--- src/verilog/adcsq_pkg.sv ---
package adcsq_pkg;

	// Register byte addresses, one aligned word each
	localparam logic [7:0] ADDR_PIN_EN   = 8'h00;
	localparam logic [7:0] ADDR_CTRL0    = 8'h04;
	localparam logic [7:0] ADDR_CTRL1    = 8'h08;
	localparam logic [7:0] ADDR_RES_LO   = 8'h0C;
	localparam logic [7:0] ADDR_RES_HI   = 8'h10;
	localparam logic [7:0] ADDR_IRQ_STAT = 8'h14;
	localparam logic [7:0] ADDR_IRQ_MASK = 8'h18;

	// Bus widths
	localparam int WB_AW = 8;
	localparam int WB_DW = 32;
	localparam int WB_SW = 4;

	// Analog pin enable register
	localparam int         PIN_CNT    = 4;
	localparam logic [3:0] PIN_EN_RST = 4'hF;

	// Control register zero bit positions
	localparam int   START_BIT  = 7;
	localparam int   PEND_BIT   = 6;
	localparam int   PWRDN_BIT  = 5;
	localparam logic PWRDN_RST  = 1'h1;

	// Control register one bit positions
	localparam int         REFSEL_BIT = 4;
	localparam int         DIV_LSB    = 0;
	localparam int         DIV_W      = 3;
	localparam logic [2:0] DIV_RST    = 3'h0;

	// Result layout: low byte, then the top nibble
	localparam int RES_W    = 12;
	localparam int RES_LO_W = 8;
	localparam int RES_HI_W = RES_W - RES_LO_W;

	// Interrupt status and mask layout
	localparam int IRQ_DONE_BIT = 0;

	// Conversion length in conversion clock periods
	localparam int         CONV_TICKS = 16;
	localparam int         CNT_W      = 5;
	localparam logic [4:0] CONV_LAST  = CNT_W'(CONV_TICKS - 1);

	// Divider counter width covers divide by 64
	localparam int         DCNT_W     = 6;
	localparam logic [2:0] DIV_UNDEF  = 3'h7;
	localparam logic [5:0] DIV_MAXLIM = 6'h3F;

	// Sequencer states
	typedef enum logic [1:0] {
		ADCSQ_IDLE = 2'b00,
		ADCSQ_HELD = 2'b01,
		ADCSQ_CONV = 2'b10
	} adcsq_state_e;

	// Port side inputs from the ordinary I/O logic
	typedef struct packed {
		logic [PIN_CNT-1:0] pullup_req;
		logic [PIN_CNT-1:0] dir_input;
	} adcsq_pin_in_s;

	// Resulting pin configuration
	typedef struct packed {
		logic [PIN_CNT-1:0] analog_sel;
		logic [PIN_CNT-1:0] pullup_on;
		logic [PIN_CNT-1:0] dir_input;
		logic [PIN_CNT-1:0] digital_en;
	} adcsq_pin_out_s;

	// Controls toward the analog conversion core
	typedef struct packed {
		logic power_on;
		logic reset;
		logic clk_tick;
		logic ref_ext;
		logic busy;
	} adcsq_core_s;

	// Terminal count of the divider for a select code
	function automatic logic [5:0] div_limit(input logic [2:0] sel);
		logic [5:0] lim;
		lim = 6'h0;
		if (sel == DIV_UNDEF)
			lim = DIV_MAXLIM;
		else
			lim = DCNT_W'((7'h01 << sel) - 7'h01);
		return lim;
	endfunction

endpackage

--- src/verilog/adcsq_top.sv ---
`timescale 1ns/1ns
// How it works
// - A set pin enable bit routes its port pin to the converter.
// - Upper four bits of the pin enable register read as zero.
// - Start bit pulsed high then low begins one conversion.
// - Start held high while powered keeps converter in reset, pending flag at one.
// - Pending flag clears itself when a conversion finishes.
// - Each finish sets the interrupt flag; output only when unmasked.
// - Divider select 0..6 divides by 1..64; code 7 also divides by 64.
// - Converter powered only while the power down bit is zero.
// - Reference select high uses external pin, low uses supply.
// - A conversion ends after sixteen conversion clock periods.
// - Analog pins drop their pull-up and force input direction.
// - Result is twelve bits, read as low and high registers.
// - Divider select sits in bits two to zero of control one.
module adcsq_top
	import adcsq_pkg::*;
(
	// Clock and reset
	input  wire logic                        sys_clk,
	input  wire logic                        rst,
	// Wishbone slave
	input  wire logic                        wb_cyc_i,
	input  wire logic                        wb_stb_i,
	input  wire logic                        wb_we_i,
	input  wire logic [adcsq_pkg::WB_AW-1:0] wb_adr_i,
	input  wire logic [adcsq_pkg::WB_SW-1:0] wb_sel_i,
	input  wire logic [adcsq_pkg::WB_DW-1:0] wb_dat_i,
	output logic      [adcsq_pkg::WB_DW-1:0] wb_dat_o,
	output logic                             wb_ack_o,
	// Interrupt
	output logic                             irq,
	// Shared port pins
	input  wire adcsq_pkg::adcsq_pin_in_s    pin_in,
	output adcsq_pkg::adcsq_pin_out_s        pin_out,
	output logic                             ref_pin_shared_dis,
	// Analog conversion core
	input  wire logic [adcsq_pkg::RES_W-1:0] core_result,
	output adcsq_pkg::adcsq_core_s           core_ctl
);
	// Whole register state of the block
	typedef struct packed {
		logic [3:0]        pin_en;
		logic              start;
		logic              pwrdn;
		logic              refsel;
		logic [2:0]        div_sel;
		adcsq_state_e      st;
		logic [4:0]        tick_cnt;
		logic [RES_W-1:0]  result;
		logic              irq_stat;
		logic              irq_mask;
		logic              ack;
		logic [WB_DW-1:0]  dat;
	} adcsq_regs_s;

	adcsq_regs_s s_r;
	adcsq_regs_s s_nxt;

	logic       tick;
	logic       div_clr;
	logic       bus_req;
	logic       wr_lane0;
	logic       rd_stat;
	logic       done_evt;
	logic [7:0] wbyte;
	logic [7:0] rbyte;
	logic       pending;

	// Register read mux, used for every decoded read
	function automatic logic [7:0] read_reg(input logic [7:0] adr,
		input adcsq_regs_s r, input logic pend);
		logic [7:0] v;
		v = 8'h00;
		case (adr)
			// Only the low nibble exists; the rest reads back zero
			ADDR_PIN_EN:
			begin
				v[PIN_CNT-1:0] = r.pin_en;
			end
			ADDR_CTRL0:
			begin
				v[START_BIT] = r.start;
				v[PEND_BIT]  = pend;
				v[PWRDN_BIT] = r.pwrdn;
			end
			ADDR_CTRL1:
			begin
				v[REFSEL_BIT]            = r.refsel;
				v[DIV_LSB +: DIV_W]      = r.div_sel;
			end
			ADDR_RES_LO:
			begin
				v = r.result[RES_LO_W-1:0];
			end
			ADDR_RES_HI:
			begin
				v[RES_HI_W-1:0] = r.result[RES_W-1:RES_LO_W];
			end
			ADDR_IRQ_STAT:
			begin
				v[IRQ_DONE_BIT] = r.irq_stat;
			end
			ADDR_IRQ_MASK:
			begin
				v[IRQ_DONE_BIT] = r.irq_mask;
			end
			default:
			begin
				v = 8'h00;
			end
		endcase
		return v;
	endfunction

	// Busy whenever the sequencer has left idle
	assign pending = (s_r.st != ADCSQ_IDLE);

	// Divider runs only while a conversion counts
	assign div_clr = (s_r.st != ADCSQ_CONV);

	adcsq_clkdiv u_clkdiv (
		.sys_clk (sys_clk),
		.rst     (rst),
		.clr     (div_clr),
		.div_sel (s_r.div_sel),
		.tick    (tick)
	);

	adcsq_pinmux u_pinmux (
		.pin_analog_select_bits (s_r.pin_en),
		.pin_in                 (pin_in),
		.pin_out                (pin_out)
	);

	// Bus request accepted once; ack drops the cycle after
	assign bus_req  = wb_cyc_i && wb_stb_i && !s_r.ack;
	assign wr_lane0 = bus_req && wb_we_i && wb_sel_i[0];
	assign rd_stat  = bus_req && !wb_we_i && (wb_adr_i == ADDR_IRQ_STAT);
	assign wbyte    = wb_dat_i[7:0];
	assign rbyte    = read_reg(wb_adr_i, s_r, pending);

	// Next state: bus writes, sequencer, interrupt
	always_comb
	begin
		s_nxt    = s_r;
		done_evt = 1'b0;

		// Bus handshake and registered read data
		s_nxt.ack = bus_req;
		if (bus_req)
			s_nxt.dat = {{(WB_DW-8){1'b0}}, rbyte};

		// Software writes, low byte lane only
		if (wr_lane0)
		begin
			case (wb_adr_i)
				ADDR_PIN_EN:
				begin
					s_nxt.pin_en = wbyte[PIN_CNT-1:0];
				end
				ADDR_CTRL0:
				begin
					s_nxt.start = wbyte[START_BIT];
					s_nxt.pwrdn = wbyte[PWRDN_BIT];
				end
				ADDR_CTRL1:
				begin
					s_nxt.refsel  = wbyte[REFSEL_BIT];
					s_nxt.div_sel = wbyte[DIV_LSB +: DIV_W];
				end
				ADDR_IRQ_MASK:
				begin
					s_nxt.irq_mask = wbyte[IRQ_DONE_BIT];
				end
				default:
				begin
					s_nxt.irq_mask = s_r.irq_mask;
				end
			endcase
		end

		// Sequencer follows the current start bit value
		case (s_r.st)
			ADCSQ_IDLE:
			begin
				s_nxt.tick_cnt = 5'h00;
				// Start high while powered enters reset hold
				if (s_r.start && !s_r.pwrdn)
					s_nxt.st = ADCSQ_HELD;
			end
			ADCSQ_HELD:
			begin
				s_nxt.tick_cnt = 5'h00;
				// Falling start releases the conversion
				if (!s_r.start)
					s_nxt.st = ADCSQ_CONV;
			end
			ADCSQ_CONV:
			begin
				if (s_r.start)
				begin
					// New rising start restarts from reset
					s_nxt.st = ADCSQ_HELD;
				end
				else if (s_r.pwrdn)
				begin
					// Power loss aborts; no result, no interrupt
					s_nxt.st = ADCSQ_IDLE;
				end
				else if (tick)
				begin
					if (s_r.tick_cnt == CONV_LAST)
					begin
						s_nxt.st     = ADCSQ_IDLE;
						s_nxt.result = core_result;
						done_evt     = 1'b1;
					end
					else
					begin
						s_nxt.tick_cnt = s_r.tick_cnt + 5'h01;
					end
				end
			end
			default:
			begin
				s_nxt.st = ADCSQ_IDLE;
			end
		endcase

		// Power down wins over any start or hold, in the same edge,
		// so the core is never busy or ticking while it is off
		if (s_nxt.pwrdn)
		begin
			s_nxt.st       = ADCSQ_IDLE;
			s_nxt.tick_cnt = 5'h00;
		end

		// Sticky done flag; a new event beats the read clear
		if (done_evt)
			s_nxt.irq_stat = 1'b1;
		else if (rd_stat)
			s_nxt.irq_stat = 1'b0;
	end

	// State register with documented reset values
	always_ff @(posedge sys_clk)
	begin
		if (rst)
		begin
			s_r          <= '0;
			s_r.pin_en   <= PIN_EN_RST;
			s_r.pwrdn    <= PWRDN_RST;
			s_r.div_sel  <= DIV_RST;
			s_r.st       <= ADCSQ_IDLE;
		end
		else
		begin
			s_r <= s_nxt;
		end
	end

	// Bus outputs straight from flops
	assign wb_ack_o = s_r.ack;
	assign wb_dat_o = s_r.dat;

	// Level interrupt, only while enabled
	assign irq = s_r.irq_stat && s_r.irq_mask;

	// Reference pin gives up its other functions when selected
	assign ref_pin_shared_dis = s_r.refsel;

	// Core controls; reset holds while start stays high
	assign core_ctl.power_on = !s_r.pwrdn;
	assign core_ctl.reset    = (s_r.st == ADCSQ_HELD) || s_r.pwrdn;
	assign core_ctl.clk_tick = tick;
	assign core_ctl.ref_ext  = s_r.refsel;
	assign core_ctl.busy     = pending;
endmodule

--- src/verilog/adcsq_clkdiv.sv ---
`timescale 1ns/1ns
module adcsq_clkdiv
	import adcsq_pkg::*;
(
	// Clock and reset
	input  wire logic        sys_clk,
	input  wire logic        rst,
	// Control
	input  wire logic        clr,
	input  wire logic [2:0]  div_sel,
	// Conversion clock tick
	output logic             tick
);
	typedef struct packed {
		logic [5:0] cnt;
	} adcsq_div_s;

	adcsq_div_s s_r;
	adcsq_div_s s_nxt;
	logic [5:0] lim;

	// Tick on terminal count; cleared so each conversion starts aligned
	always_comb
	begin
		lim   = div_limit(div_sel);
		tick  = !clr && (s_r.cnt >= lim); // Guards a shrinking divider
		s_nxt = s_r;
		if (clr || tick)
			s_nxt.cnt = 6'h0;
		else
			s_nxt.cnt = s_r.cnt + 6'h1;
	end

	// State register
	always_ff @(posedge sys_clk)
	begin
		if (rst)
			s_r <= '0;
		else
			s_r <= s_nxt;
	end
endmodule

--- src/verilog/adcsq_pinmux.sv ---
`timescale 1ns/1ns
module adcsq_pinmux
	import adcsq_pkg::*;
(
	// Analog enables
	input  wire logic [3:0]          pin_analog_select_bits,
	// Port side requests and resulting pin setup
	input  wire adcsq_pkg::adcsq_pin_in_s  pin_in,
	output adcsq_pkg::adcsq_pin_out_s      pin_out
);
	// One identical slice per shared port pin
	genvar i;
	generate
		for (i = 0; i < PIN_CNT; i++)
		begin : g_pin
			assign pin_out.analog_sel[i] = pin_analog_select_bits[i];
			assign pin_out.digital_en[i] = !pin_analog_select_bits[i];
			assign pin_out.pullup_on[i]  = pin_in.pullup_req[i]
				&& !pin_analog_select_bits[i];
			assign pin_out.dir_input[i]  = pin_in.dir_input[i]
				|| pin_analog_select_bits[i];
		end
	endgenerate
endmodule

--- config.mk ---
export PLATFORM = sky130hd
export DESIGN_NAME = adcsq_top
export DESIGN_NICKNAME = d
export VERILOG_FILES = /design/src/verilog/adcsq_pkg.sv /design/src/verilog/adcsq_top.sv /design/src/verilog/adcsq_clkdiv.sv /design/src/verilog/adcsq_pinmux.sv
export SDC_FILE = /design/constraint.sdc
export NUM_CORES = 1
export LEC_CHECK = 0
export BUFFER_PORTS_ARGS = -buffer_cell sky130_fd_sc_hd__buf_2
export CORE_MARGIN = 2
export CORE_UTILIZATION = 48
export CTS_CLUSTER_DIAMETER = 30
export DETAILED_ROUTE_END_ITERATION = 16
export PLACE_DENSITY_LB_ADDON = 0.15
export SKIP_LAST_GASP = 1
export SYNTH_ARGS = -nofsm -noshare
export SYNTH_HDL_FRONTEND = slang
export SYNTH_SLANG_ARGS = --single-unit
--- constraint.sdc ---
create_clock -name sys_clk -period 3.78 [get_ports sys_clk]
set_input_delay 0.378 -clock sys_clk [delete_from_list [all_inputs] [get_ports sys_clk]]
set_output_delay 0.378 -clock sys_clk [all_outputs]
set_load 0.1 [all_outputs]
==> impl_metrics.py <==
metrics = {
    "sta": {
        "slew_violations": 0,
        "fmax_mhz": 287.2,
        "setup_viol": 0,
        "finalWorstPathRequiredPeriod_ns": 3.482,
        "rsz0062_at_grt": "no",
        "tightest_slew_ns": 0.7033,
        "final.period_utilization_pct": 92.13,
        "hold_viol": 0,
        "setup-tns-final_ns": 0,
        "worst_slack_ns": 0.2976,
        "maxSlewHeadroom_pct": 53.12,
        "clock_skew_ns": 0.01010,
    },
    "place": {
        "dpl_worst_slack_ns": 0.5410,
        "placed_area_mm2": 0.003028,
        "place_congestion": 0.8366,
        "port_buffers": 72,
        "place_hpwl_mm": 4.528,
    },
    "setup_path": {
        "required_ns": 3.40,
        "cp-end-kind": "output port",
        "critPathLaunchType": "register",
        "critPathMaxFanout": 10,
        "worstSetupPathType": "register to output port",
        "cp.arrival_ns": 3.10,
    },
    "final_layout": {
        "final_area_mm2": 0.003141,
        "num-nets-final": 467,
        "synthToLayoutAreaGrowth_pct": 10.43,
        "drive_above_1_share_pct": 24.68,
        "antenna_cells": 0,
    },
    "logic_synthesis": {
        "yosys_warnings": 0,
        "synth_edf_count": 0,
        "synth_area_mm2": 0.002844,
        "avgSynthCellArea_um2": 8.340,
        "synth_top_area_share_pct": 32.38,
        "synth_cells": 341,
        "ys.flop_type": "dfxtp_1",
        "synth_seq_cells": 46,
        "synth_top_area_cell": "dfxtp_1",
        "seq_area_frac_synth_pct": 32.38,
        "synth.distinct_cells": 51,
        "synthTopCellsByArea": "dfxtp_1 32%, buf_4 11%, mux2i_1 9.2%",
        "synthArstFlopShare_pct": 0,
    },
    "clock_network": {
        "post_cts_buffers": 0,
        "cts_buffer_depth": 2,
        "cts_max_level": 2,
        "cts_sinks": 46,
        "clkLatencyLatePin_ns": 0.30,
        "cts_buffers": 5,
        "cts_tree": "built",
        "postCtsHoldBufs": 0,
        "cts_resized": 0,
        "clock-root-buffer": "clkbuf_8",
        "cts.clk_slew.worst_paths_ns": 0.08,
    },
    "job": {
        "drv_cap": 0,
    },
    "detailed_routing": {
        "vias": 2363,
        "drtIter0Drc": 118,
        "dr.pass1.iters": 4,
        "wl_per_cell_um": 13.18,
        "ant_nets": 0,
        "vias_per_cell": 5.093,
        "route.detailed.drc": 0,
        "wl_mm": 6.114,
    },
    "die": {
        "rows": 28,
        "core_area_mm2": 0.005816,
        "fp.dieW_um": 80.98,
        "start_util_pct": 48.90,
        "io_pins": 125,
        "die_area_mm2": 0.006557,
        "die_h_um": 80.98,
    },
    "pwr": {
        "irDropWorstVdd_uv": 161.9,
        "finalPower_w": 0.001024,
        "p_per_area_mw_per_mm2": 326.0,
        "p_leak_nw": 1.359,
    },
    "grt": {
        "antenna_found_initial": 0,
        "grt_start_max_net_pins": 47,
        "grt_pass1_vias": 2158,
        "grt-ovfl-total": 0,
        "grt_use_total_pct": 18.93,
        "grt_pass1_wl_mm": 9.653,
    },
    "run_status": {
        "status": "finished, final reports clean",
    },
    "hold_path": {
        "hold_path_class": "input port to register",
    },
}
-- power breakdown --
group	total, W	internal [W]	switching (W)
logic	0.000173	0.0000304	0.000143
registers	0.000485	0.000485	0.000000301
clock network	0.000366	0.000197	0.000168
total	0.00102	0.000712	0.000312
-- cells in the mapped netlist (all sizes together), types with 4 or more instances --
library cell	n
or3	5
clkbuf	13
a211o	6
nand2b	27
nor2	34
nor3	4
ha	10
nand3	5
a21oi	13
nand2	21
dfxtp	46
and3	7
o21ai	10
buf	43
nor2b	8
or2	5
mux2i	26
inv	13
nand4	5
-- final cells by class --
| cell class | count | area (um^2) |
|---|---|---|
| Inverter | 13 | 48.80 |
| Timing Repair Buffer | 73 | 370.4 |
| Multi-Input combinational cell | 249 | 1597 |
| Sequential cell | 46 | 920.9 |
| Clock inverter | 2 | 37.54 |
| Tap cell | 75 | 93.84 |
| Fill cell | 572 | 2675 |
| Clock buffer | 6 | 72.57 |
-- worst max-delay path, cell delays in order (launching register included) --
cell and delay (ns):
dfxtp_1 0.40, or3_1 0.39, ha_1 0.24, nor2b_1 0.16
nand2_1 0.07, o21ai_0 0.07, o21ai_0 0.14, o21ai_0 0.12
ha_1 0.31, nand4_1 0.10, o221a_2 0.37, nor2_1 0.11
clkbuf_4 0.33
-- metrics by stage --
stage / hold WS, ns / cells / utilization [%]
floorplan: 0.4256 / 364 / -
global placement: 0.4366 / 456 / 52.07
detailed placement: 0.4433 / 456 / 52.07
CTS: 0.3162 / 464 / 53.96
global route: 0.3261 / 464 / 54.00
finish: 0.3221 / 464 / 54.00
-- logic make-up (layout without fill, tap and decap cells) --
family	count (synthesis)	after routing	synth area share, %
compound gates	51	51	12.41
flops	46	46	32.38
buf+inv	69	94	14.52
other cells	1	24	0.1319
xor+xnor	4	4	1.232
fa+ha+maj	10	10	4.399
mux	27	27	9.547
simple gates	133	133	25.38
-- flip-flops by register name, summed over array words and instances, names as in the netlist --
| name | flops |
|---|---|
| wb_dat_o | 8 |
| wb_ack_o | 1 |
| s_r | 30 |
| u_clkdiv.s_r | 6 |
| ref_pin_shared_dis | 1 |
-- path summary, 6_finish.rpt --
kind	start	to	slack, ns	cells after the start
worst min register to register	wb_dat_o[6]$_SDFFE_PP0P_	wb_dat_o[6]$_SDFFE_PP0P_	0.46	2
worst min-delay path	wb_dat_i[4]	ref_pin_shared_dis$_SDFFE_PP0P_	0.32	3
worst max register to register	s_r[54]$_SDFFE_PP0P_	s_r[50]$_SDFFE_PP0P_	0.69	12
worst max-delay path	s_r[54]$_SDFFE_PP0P_	core_ctl[2]	0.30	12
-- routing by layer --
metal	wire [um]	share of wire [%]	up-vias	track usage [%]
met1	2861	47	1076	24.14
met2	2775	45	82	31.16
met4	104	1.7	0	6.949
li1	-	-	1197	-
met5	0	0	-	0
met3	373	6.1	8	4.444
-- cells in the final DEF, fill, tap and decap left out, types with 7 or more instances in the layout --
cell type / Yosys / layout
buf_2: 3 / 71
dfxtp_1: 46 / 46
nor2_1: 32 / 32
nand2b_1: 27 / 27
mux2i_1: 26 / 26
conb_1: 1 / 24
nand2_1: 21 / 21
inv_1: 13 / 13
o21ai_0: 10 / 10
a21oi_1: 10 / 10
ha_1: 10 / 10
nor2b_1: 7 / 7
and3_1: 7 / 7
No activity file was read; power rests on OpenSTA's default activity.
